$ cat config.mk
export PLATFORM = sky130hd
export DESIGN_NAME = abu_address_breakpoint_unit
export DESIGN_NICKNAME = d
export VERILOG_FILES = /design/src/include/abu_pkg.sv /design/src/logic/abu_address_breakpoint_unit.sv
export SDC_FILE = /design/constraint.sdc
export NUM_CORES = 1
export LEC_CHECK = 0
export ABC_AREA = 0
export BUFFER_PORTS_ARGS = -buffer_cell sky130_fd_sc_hd__clkbuf_2
export CAP_MARGIN = 20
export CORE_MARGIN = 5
export CORE_UTILIZATION = 48
export DETAILED_ROUTE_END_ITERATION = 10
export GPL_TIMING_DRIVEN = 0
export HOLD_SLACK_MARGIN = 0.12
export PLACE_DENSITY = 0.87
export SYNTH_ARGS = -nofsm -noshare
export SYNTH_HDL_FRONTEND = slang
export SYNTH_SLANG_ARGS = --single-unit
$ cat constraint.sdc
create_clock -name hclk -period 4.95 [get_ports hclk]
set_clock_uncertainty 0.2 [all_clocks]
set_input_delay 0.99 -clock hclk [delete_from_list [all_inputs] [get_ports hclk]]
set_output_delay 0.99 -clock hclk [all_outputs]
set_load 0.03 [all_outputs]
$ cat src/include/abu_pkg.sv
// Constants and types shared by the address breakpoint unit.
package abu_pkg;

  localparam logic [4:0] ABU_OFS_STATUS_CONTROL = 5'h00;
  localparam logic [4:0] ABU_OFS_ADDRESS_HIGH = 5'h04;
  localparam logic [4:0] ABU_OFS_ADDRESS_LOW = 5'h08;
  localparam logic [4:0] ABU_OFS_WAIT_EXIT_STATUS = 5'h0c;
  localparam logic [4:0] ABU_OFS_FLAG_CLEAR_CONTROL = 5'h10;
  localparam logic [4:0] ABU_OFS_IRQ_STATUS = 5'h14;
  localparam logic [4:0] ABU_OFS_IRQ_MASK = 5'h18;

  localparam int ABU_BIT_BRK_ENABLE = 7;
  localparam int ABU_BIT_BREAK_ACTIVE = 6;
  localparam int ABU_BIT_WAIT_EXIT = 1;
  localparam int ABU_BIT_FLAG_CLEAR = 7;
  localparam int ABU_IRQ_BREAK_ENTRY = 0;
  localparam int ABU_IRQ_WAIT_EXIT = 1;
  localparam int ABU_IRQ_WIDTH = 2;

  localparam logic [7:0] ABU_RST_BYTE = 8'h00;
  localparam logic [15:0] ABU_VECTOR_NORMAL = 16'hfffc;
  localparam logic [15:0] ABU_VECTOR_MONITOR = 16'hfefc;

  typedef enum logic [1:0] {
    ABU_IDLE,
    ABU_PENDING,
    ABU_ACTIVE
  } abu_fsm_t;

  typedef struct packed {
    abu_fsm_t fsm;
    logic brk_enable_bit;
    logic break_active_bit;
    logic [7:0] break_address_high;
    logic [7:0] break_address_low;
    logic rearm_block;
    logic flag_clear_in_break_enable;
    logic wait_exit_by_break_flag;
    logic [ABU_IRQ_WIDTH-1:0] irq_status;
    logic [ABU_IRQ_WIDTH-1:0] irq_mask;
    logic tv_s1;
    logic tv_s2;
    logic tv_s3;
    logic tv_level;
    logic ap_valid;
    logic ap_write;
    logic [4:0] ap_addr;
    logic [31:0] rdata;
    logic inject;
    logic [15:0] vector;
  } abu_state_t;

endpackage : abu_pkg

$ cat src/logic/abu_address_breakpoint_unit.sv
// Address breakpoint unit with an AHB-Lite register slave.
//
// Design decisions made here: the register offsets and register access over AHB-Lite.
`timescale 1ns/1ps

module abu_address_breakpoint_unit #(
  parameter logic [7:0] SOFTWARE_INTERRUPT_OPCODE = 8'h00
) (
  input wire logic hclk,
  input wire logic hresetn,
  input wire logic clk_en,
  input wire logic hsel,
  input wire logic [31:0] haddr,
  input wire logic [1:0] htrans,
  input wire logic hwrite,
  input wire logic [2:0] hsize,
  input wire logic [31:0] hwdata,
  input wire logic hready,
  output logic hreadyout,
  output logic hresp,
  output logic [31:0] hrdata,
  input wire logic [15:0] cpu_addr,
  input wire logic cpu_pc_fetch,
  input wire logic cpu_opcode_fetch,
  input wire logic cpu_instr_boundary,
  input wire logic cpu_rti_done,
  input wire logic low_power_mode,
  input wire logic wait_mode,
  input wire logic monitor_mode,
  input wire logic emulation_mode,
  input wire logic test_voltage_level,
  output logic breakpoint_request,
  output logic [7:0] software_interrupt_opcode,
  output logic [15:0] break_vector,
  output logic break_state,
  output logic timer_stop,
  output logic watchdog_disable,
  output logic status_clear_enable,
  output logic irq
);

  abu_pkg::abu_state_t q;
  abu_pkg::abu_state_t d;
  logic match;
  logic wr_phase;
  logic [7:0] wbyte;
  logic addr_hit;
  logic sw_force;
  logic enter;
  logic addr_written;

  function automatic logic [31:0] read_word(input abu_pkg::abu_state_t s, input logic [4:0] a,
                                            input logic emu);
    logic [31:0] r;
    r = 32'h0000_0000;
    case (a)
      abu_pkg::ABU_OFS_STATUS_CONTROL: begin
        r[abu_pkg::ABU_BIT_BRK_ENABLE] = s.brk_enable_bit;
        r[abu_pkg::ABU_BIT_BREAK_ACTIVE] = s.break_active_bit;
      end
      abu_pkg::ABU_OFS_ADDRESS_HIGH: r[7:0] = s.break_address_high;
      abu_pkg::ABU_OFS_ADDRESS_LOW: r[7:0] = s.break_address_low;
      abu_pkg::ABU_OFS_WAIT_EXIT_STATUS: begin
        r[abu_pkg::ABU_BIT_WAIT_EXIT] = s.wait_exit_by_break_flag & emu;
      end
      abu_pkg::ABU_OFS_FLAG_CLEAR_CONTROL: begin
        r[abu_pkg::ABU_BIT_FLAG_CLEAR] = s.flag_clear_in_break_enable;
      end
      abu_pkg::ABU_OFS_IRQ_STATUS: r[abu_pkg::ABU_IRQ_WIDTH-1:0] = s.irq_status;
      abu_pkg::ABU_OFS_IRQ_MASK: r[abu_pkg::ABU_IRQ_WIDTH-1:0] = s.irq_mask;
      default: r = 32'h0000_0000;
    endcase
    return r;
  endfunction : read_word

  // Full 16-bit comparison of program counter fetches only.
  assign addr_hit = cpu_pc_fetch && (cpu_addr == {q.break_address_high, q.break_address_low});
  assign match = q.brk_enable_bit && addr_hit && !low_power_mode && !q.rearm_block &&
                 (q.fsm == abu_pkg::ABU_IDLE);
  assign wr_phase = q.ap_valid && q.ap_write;
  assign wbyte = hwdata[7:0];
  assign sw_force = wr_phase && (q.ap_addr == abu_pkg::ABU_OFS_STATUS_CONTROL) &&
                    wbyte[abu_pkg::ABU_BIT_BREAK_ACTIVE] && (q.fsm == abu_pkg::ABU_IDLE);
  assign addr_written = wr_phase && ((q.ap_addr == abu_pkg::ABU_OFS_ADDRESS_HIGH) ||
                                     (q.ap_addr == abu_pkg::ABU_OFS_ADDRESS_LOW));
  assign enter = (match && cpu_opcode_fetch) ||
                 ((q.fsm == abu_pkg::ABU_PENDING) && cpu_instr_boundary);

  always_comb begin
    d = q;
    d.inject = 1'b0;
    d.tv_s1 = test_voltage_level;
    d.tv_s2 = q.tv_s1;
    d.tv_s3 = q.tv_s2;
    if (q.tv_s2 == q.tv_s3) begin
      d.tv_level = q.tv_s3;
    end
    d.ap_valid = hsel && htrans[1] && hready;
    d.ap_write = hwrite;
    d.ap_addr = haddr[4:0];
    if (hsel && htrans[1] && hready && !hwrite) begin
      d.rdata = read_word(q, haddr[4:0], emulation_mode);
    end
    if (wr_phase) begin
      case (q.ap_addr)
        abu_pkg::ABU_OFS_STATUS_CONTROL: begin
          d.brk_enable_bit = wbyte[abu_pkg::ABU_BIT_BRK_ENABLE];
          d.break_active_bit = wbyte[abu_pkg::ABU_BIT_BREAK_ACTIVE];
        end
        abu_pkg::ABU_OFS_ADDRESS_HIGH: begin
          d.break_address_high = wbyte;
          d.rearm_block = 1'b0;
        end
        abu_pkg::ABU_OFS_ADDRESS_LOW: begin
          d.break_address_low = wbyte;
          d.rearm_block = 1'b0;
        end
        abu_pkg::ABU_OFS_WAIT_EXIT_STATUS: begin
          if (!wbyte[abu_pkg::ABU_BIT_WAIT_EXIT]) begin
            d.wait_exit_by_break_flag = 1'b0;
          end
        end
        abu_pkg::ABU_OFS_FLAG_CLEAR_CONTROL: begin
          d.flag_clear_in_break_enable = wbyte[abu_pkg::ABU_BIT_FLAG_CLEAR];
        end
        abu_pkg::ABU_OFS_IRQ_STATUS: begin
          d.irq_status = q.irq_status & ~hwdata[abu_pkg::ABU_IRQ_WIDTH-1:0];
        end
        abu_pkg::ABU_OFS_IRQ_MASK: d.irq_mask = hwdata[abu_pkg::ABU_IRQ_WIDTH-1:0];
        default: begin
        end
      endcase
    end
    // Hardware events come after the bus writes so that a set beats a clear.
    case (q.fsm)
      abu_pkg::ABU_IDLE: begin
        if (match) begin
          d.break_active_bit = 1'b1;
          d.rearm_block = 1'b1;
          if (!cpu_opcode_fetch) begin
            d.fsm = abu_pkg::ABU_PENDING;
          end
        end else if (sw_force) begin
          d.fsm = abu_pkg::ABU_PENDING;
        end
      end
      abu_pkg::ABU_PENDING: begin
      end
      abu_pkg::ABU_ACTIVE: begin
        if (cpu_rti_done) begin
          d.fsm = abu_pkg::ABU_IDLE;
        end
      end
      default: d.fsm = abu_pkg::ABU_IDLE;
    endcase
    if (enter) begin
      d.fsm = abu_pkg::ABU_ACTIVE;
      d.inject = 1'b1;
      d.vector = monitor_mode ? abu_pkg::ABU_VECTOR_MONITOR : abu_pkg::ABU_VECTOR_NORMAL;
      d.irq_status[abu_pkg::ABU_IRQ_BREAK_ENTRY] = 1'b1;
      if (wait_mode) begin
        d.wait_exit_by_break_flag = 1'b1;
        d.irq_status[abu_pkg::ABU_IRQ_WAIT_EXIT] = 1'b1;
      end
    end
  end

  always_ff @(posedge hclk or negedge hresetn) begin
    if (!hresetn) begin
      q.fsm <= abu_pkg::ABU_IDLE;
      q.brk_enable_bit <= 1'b0;
      q.break_active_bit <= 1'b0;
      q.break_address_high <= abu_pkg::ABU_RST_BYTE;
      q.break_address_low <= abu_pkg::ABU_RST_BYTE;
      q.rearm_block <= 1'b0;
      q.flag_clear_in_break_enable <= 1'b0;
      q.wait_exit_by_break_flag <= 1'b0;
      q.irq_status <= '0;
      q.irq_mask <= '0;
      q.tv_s1 <= 1'b0;
      q.tv_s2 <= 1'b0;
      q.tv_s3 <= 1'b0;
      q.tv_level <= 1'b0;
      q.ap_valid <= 1'b0;
      q.ap_write <= 1'b0;
      q.ap_addr <= 5'h00;
      q.rdata <= 32'h0000_0000;
      q.inject <= 1'b0;
      q.vector <= abu_pkg::ABU_VECTOR_NORMAL;
    end else if (clk_en) begin
      q <= d;
    end
  end

  assign hreadyout = clk_en;
  assign hresp = 1'b0;
  assign hrdata = q.rdata;
  assign breakpoint_request = q.inject;
  assign software_interrupt_opcode = SOFTWARE_INTERRUPT_OPCODE;
  assign break_vector = q.vector;
  assign break_state = (q.fsm == abu_pkg::ABU_ACTIVE);
  assign timer_stop = (q.fsm == abu_pkg::ABU_ACTIVE);
  assign watchdog_disable = (q.fsm == abu_pkg::ABU_ACTIVE) && q.tv_level;
  assign status_clear_enable = (q.fsm != abu_pkg::ABU_ACTIVE) || q.flag_clear_in_break_enable;
  assign irq = |(q.irq_status & q.irq_mask);

  logic quiet_bus;
  assign quiet_bus = !wr_phase;
endmodule : abu_address_breakpoint_unit

# ---- Word-level counts from Yosys, hierarchy flattened
# Cells that the tools add are included.
dict set report word_totals {
  output_inout_bits 64
  register_bits 63
  elab_cells 112
  in_bits 100
}
dict set report op_classes {
  bitwise 4
  n_mux 29
  reduce_logical 37
  n_eq_ne 21
}
# cell count
set ops {}
lappend ops {{equality test 5 bit (second input constant)} 6}
lappend ops {{2-to-1 mux 24 bit} 1}
lappend ops {{equality test 5 x 4 -> 1 bit (second input constant)} 4}
lappend ops {{AND reduction 3 bit} 6}
lappend ops {{2-to-1 mux 17 bit} 1}
lappend ops {{equality test 16 bit} 1}
lappend ops {{2-to-1 mux 2 bit} 8}
lappend ops {{2-to-1 mux 8 bit} 2}
lappend ops {{logical AND 1 bit} 15}
lappend ops {{equality test 5 x 3 -> 1 bit (second input constant)} 2}
lappend ops {{logical NOT 5 bit} 2}
lappend ops {{2-to-1 mux 1 bit} 9}
lappend ops {{2-to-1 mux 9 bit} 1}
lappend ops {{inequality test 4 bit (second input constant)} 2}
lappend ops {{case mux 1 bit (4 select lines)} 2}
lappend ops {{case mux 4 bit (2 select lines)} 1}
lappend ops {{case mux 2 bit (3 select lines)} 1}
lappend ops {{AND reduction 2 bit} 3}
lappend ops {{case mux 1 bit (5 select lines)} 1}
lappend ops {{AND reduction 5 bit} 1}
lappend ops {{bitwise AND 2 bit} 2}
lappend ops {{inequality test 2 bit (second input constant)} 2}
lappend ops {{nonzero test 2 bit} 2}
lappend ops {{OR reduction 2 bit} 2}
lappend ops {{11 further kinds} 14}

# ---- Depth between registers and ports, before layout
dict set report depth {
  ltp_word 10
  ltp_mapped 6
  mapped_depth_nobuf 5
}

# ---- Least setup slack after synthesis
# OpenSTA, ideal clock, no wires.
dict set report synth_timing {
  kind {reg2out}
  startpoint {reg q[85] in the netlist's numbering}
  endpoint {out watchdog_disable}
  path_slack_ps 2409
  required_time_ps 3760
  n_path_buf 0
  t_arrival_ps 1351
  path_stages_with_launch 3
  cell_sequence {dfrtp_1 > nor2b_1 > and2_1}
}
dict set report synth_between {
  elab_chain_len 2
}
# element line
set synth_lines {}
lappend synth_lines {{start, declared} abu_address_breakpoint_unit.sv:42} ;# abu_pkg::abu_state_t q;
lappend synth_lines {{equality test 2 bit} -}
lappend synth_lines {{named net break_state} abu_address_breakpoint_unit.sv:35} ;# output logic break_state,
lappend synth_lines {{logical AND 1 bit} abu_address_breakpoint_unit.sv:203} ;# assign watchdog_disable = (q.fsm == abu_pkg::ABU_ACTIVE) && q.tv_level;
lappend synth_lines {{end, declared} abu_address_breakpoint_unit.sv:37} ;# output logic watchdog_disable,
# The timed path passes the listed nets, and every way through them passes these cells.

# ---- Final worst setup path
dict set report layout_timing {
  startpoint {reg q[85] in the netlist's numbering}
  endpoint {out watchdog_disable}
}
dict set report layout_between {
  elab_chain_len 2
}
# element line
set layout_lines {}
lappend layout_lines {{equality test 2 bit} abu_address_breakpoint_unit.sv:203}
lappend layout_lines {{logical AND 1 bit} abu_address_breakpoint_unit.sv:203}
# No other way between the ends.

==> out/results.tsv <==
metric	value	unit
cts_resized	0	
ant_nets	0	
cts_buffers	5	
status	completed	
dp_hpwl	5160	um
slew_viol_final	0	
post_synth.cell_area_avg	10.50	um2
die_w	86.57	um
p_leak	1.826	nW
clk_latency	300	ps
grt_max_degree	30	
initial_core_util	50.18	%
powerDensity	274.4	nW/um2
yosysTopAreaCell	dfrtp_1	
yosysMostFrequentCell	buf_4	
clk_path_buf_depth	2	
min_period	2585	ps
antenna_found_initial	0	
hold_viol	0	
worstMarginPinSlew	991.7	ps
multi_input_area	1284	um2
postCtsSetupRepairBufs	0	
syn_area	2814	um2
cts.sinks	48	
grt_pass1_wl	9963	um
yosys.cell_types.count	47	
yosys.area.top_type_share	41.80	%
yosysWarnings	0	
n_fill_cell	480	
rows	27	
routed-via-count	2151	
cts.root.buffer_cell	clkbuf_8	
crit_start	q[85]	
wirelength	6414	um
grt-ovfl-total	0	
netlist_top_cells_count	60 x buf_4, 47 x dfrtp_1, 29 x mux2_2, 13 x nor2_1	
cts_tree	built	
cap_violations	0	
path_clk_slew	80	ps
critPathKind	flop to output pin	
fmax	386.8	MHz
min-delay-start	break_vector[8]	
drt-vias-per-instance	4.748	
area_delta_synth_final	23.30	%
grt_pass1_vias	2036	
postLayoutCoreUtil	61.87	%
synthArstFlopShare	100.0	%
place.gp.congestion	0.8620	
seq_area_frac_synth	42.73	%
drcViolationCount	0	
synthFlopType	dfrtp_1	
h-tree-depth	2	
fp.dieArea	7494	um2
hold_path.class	flop to flop	
rsz0062_at_grt	false	
grtUsageTotal	16.92	%
cts-hold-fix-buffers	0	
first_pass_iters	4	
worstSetupStartpointType	flop	
wl_per_cell	14.16	um
peakVddDrop	174.4	uV
syn_inst	268	
diodes	0	
fin_tns_setup	0	ps
synth_area_leaders	dfrtp_1 42%, buf_4 16%, mux2_2 12%	
worstPathMaxFanout	6	
io_buffers	59	
finalSetupViolations	0	
crit_path_end_kind	output pin	
coreArea	5608	um2
required	3760	ps
relSlewSlack	33.28	%
synth_seq_cells	48	
drive_gt1_share	43.83	%
synth_edf_count	0	
layout.nets	481	
first_iter_violations	105	
num_io_pins	164	
die_h	86.57	um
reg2reg_from	q[75]	
seq_area	1202	um2
crit_arrival	1400	ps
finalCritPeriodShare	52.22	%
## path summary, 6_finish.rpt
kind	to	slack, ps	cells after the start
worst max register to register	break_vector[8]	2880	5
worst min-delay path	break_vector[8]	270	2
min in group asynchronous	q[64]	450	1
worst max-delay path	watchdog_disable	2360	3
max in group asynchronous	hrdata[1]	3560	2
worst min register to register	break_vector[8]	270	2
## cells by family after synthesis
family,synth area share [%]
AND/OR/NAND/NOR,11.29
other,0.2669
buffers and inverters,17.79
multiplexers,13.03
AO/OA/AOI/OAI,10.85
flip-flops,42.73
XOR/XNOR,4.046
## state kept, by name, summed over array words and instances, names as in the netlist
register	cells
q	36
hrdata	8
d	2
break_vector	1
breakpoint_request	1
## area by class of cell
| cell class | count | area share, % |
|---|---|---|
| multi-input combinational | 193 | 37.00 |
| inverter | 10 | 1.082 |
| timing repair buffer | 60 | 9.088 |
| sequential | 48 | 34.66 |
| buffer | 63 | 13.34 |
| clock buffer | 6 | 2.092 |
| clock inverter | 1 | 0.1442 |
| tap | 72 | 2.596 |
## through the flow
step,instance area (um2),hold WS [ps],setup WS (ps),cells,total power [W]
after detailed placement,3392,266.0,2177,446,0.0007370
after global placement,3372,252.0,2269,445,0.0007264
after global routing,3470,301.7,2289,453,0.001001
after floorplan,2987,243.9,2409,314,0.0006658
after CTS,3470,277.4,2354,453,0.0009559
final,3470,270.7,2365,453,0.0009521
## report_power, final
group / internal (W) / total, W / switching (W)
sequential: 0.000433 / 0.000464 / 0.0000301
clock: 0.0000963 / 0.000222 / 0.000126
combinational: 0.000112 / 0.000266 / 0.000154
## placed cells by master (no fill, tap or decap), types with 3 or more instances in the layout
master / instances
buf_4: 60
clkbuf_2: 59
conb_1: 48
dfrtp_1: 47
mux2_2: 29
nor2_1: 13
nand2_1: 10
inv_1: 10
xnor2_1: 10
o21ai_0: 9
a21oi_1: 8
a22oi_1: 7
nor2b_1: 5
clkbuf_8: 5
mux2i_1: 4
nand2b_1: 3
nand4_1: 3
clkbuf_1: 3
and3_1: 3
nor4_1: 3
xor2_1: 3
nor3_1: 3
a21o_2: 3
## metal layers
layer | wire, um | GRT usage, %
met1 | 2685 | 22.02
met2 | 3026 | 27.89
met3 | 618 | 4.373
met4 | 83 | 4.674
met5 | 0 | 0
## critical path, cell delays in order (launching register included)
cell and delay, ps:
dfrtp_1 450, nor2b_1 270, and2_1 170, clkbuf_2 200
No activity file was read; power rests on OpenSTA's default activity.
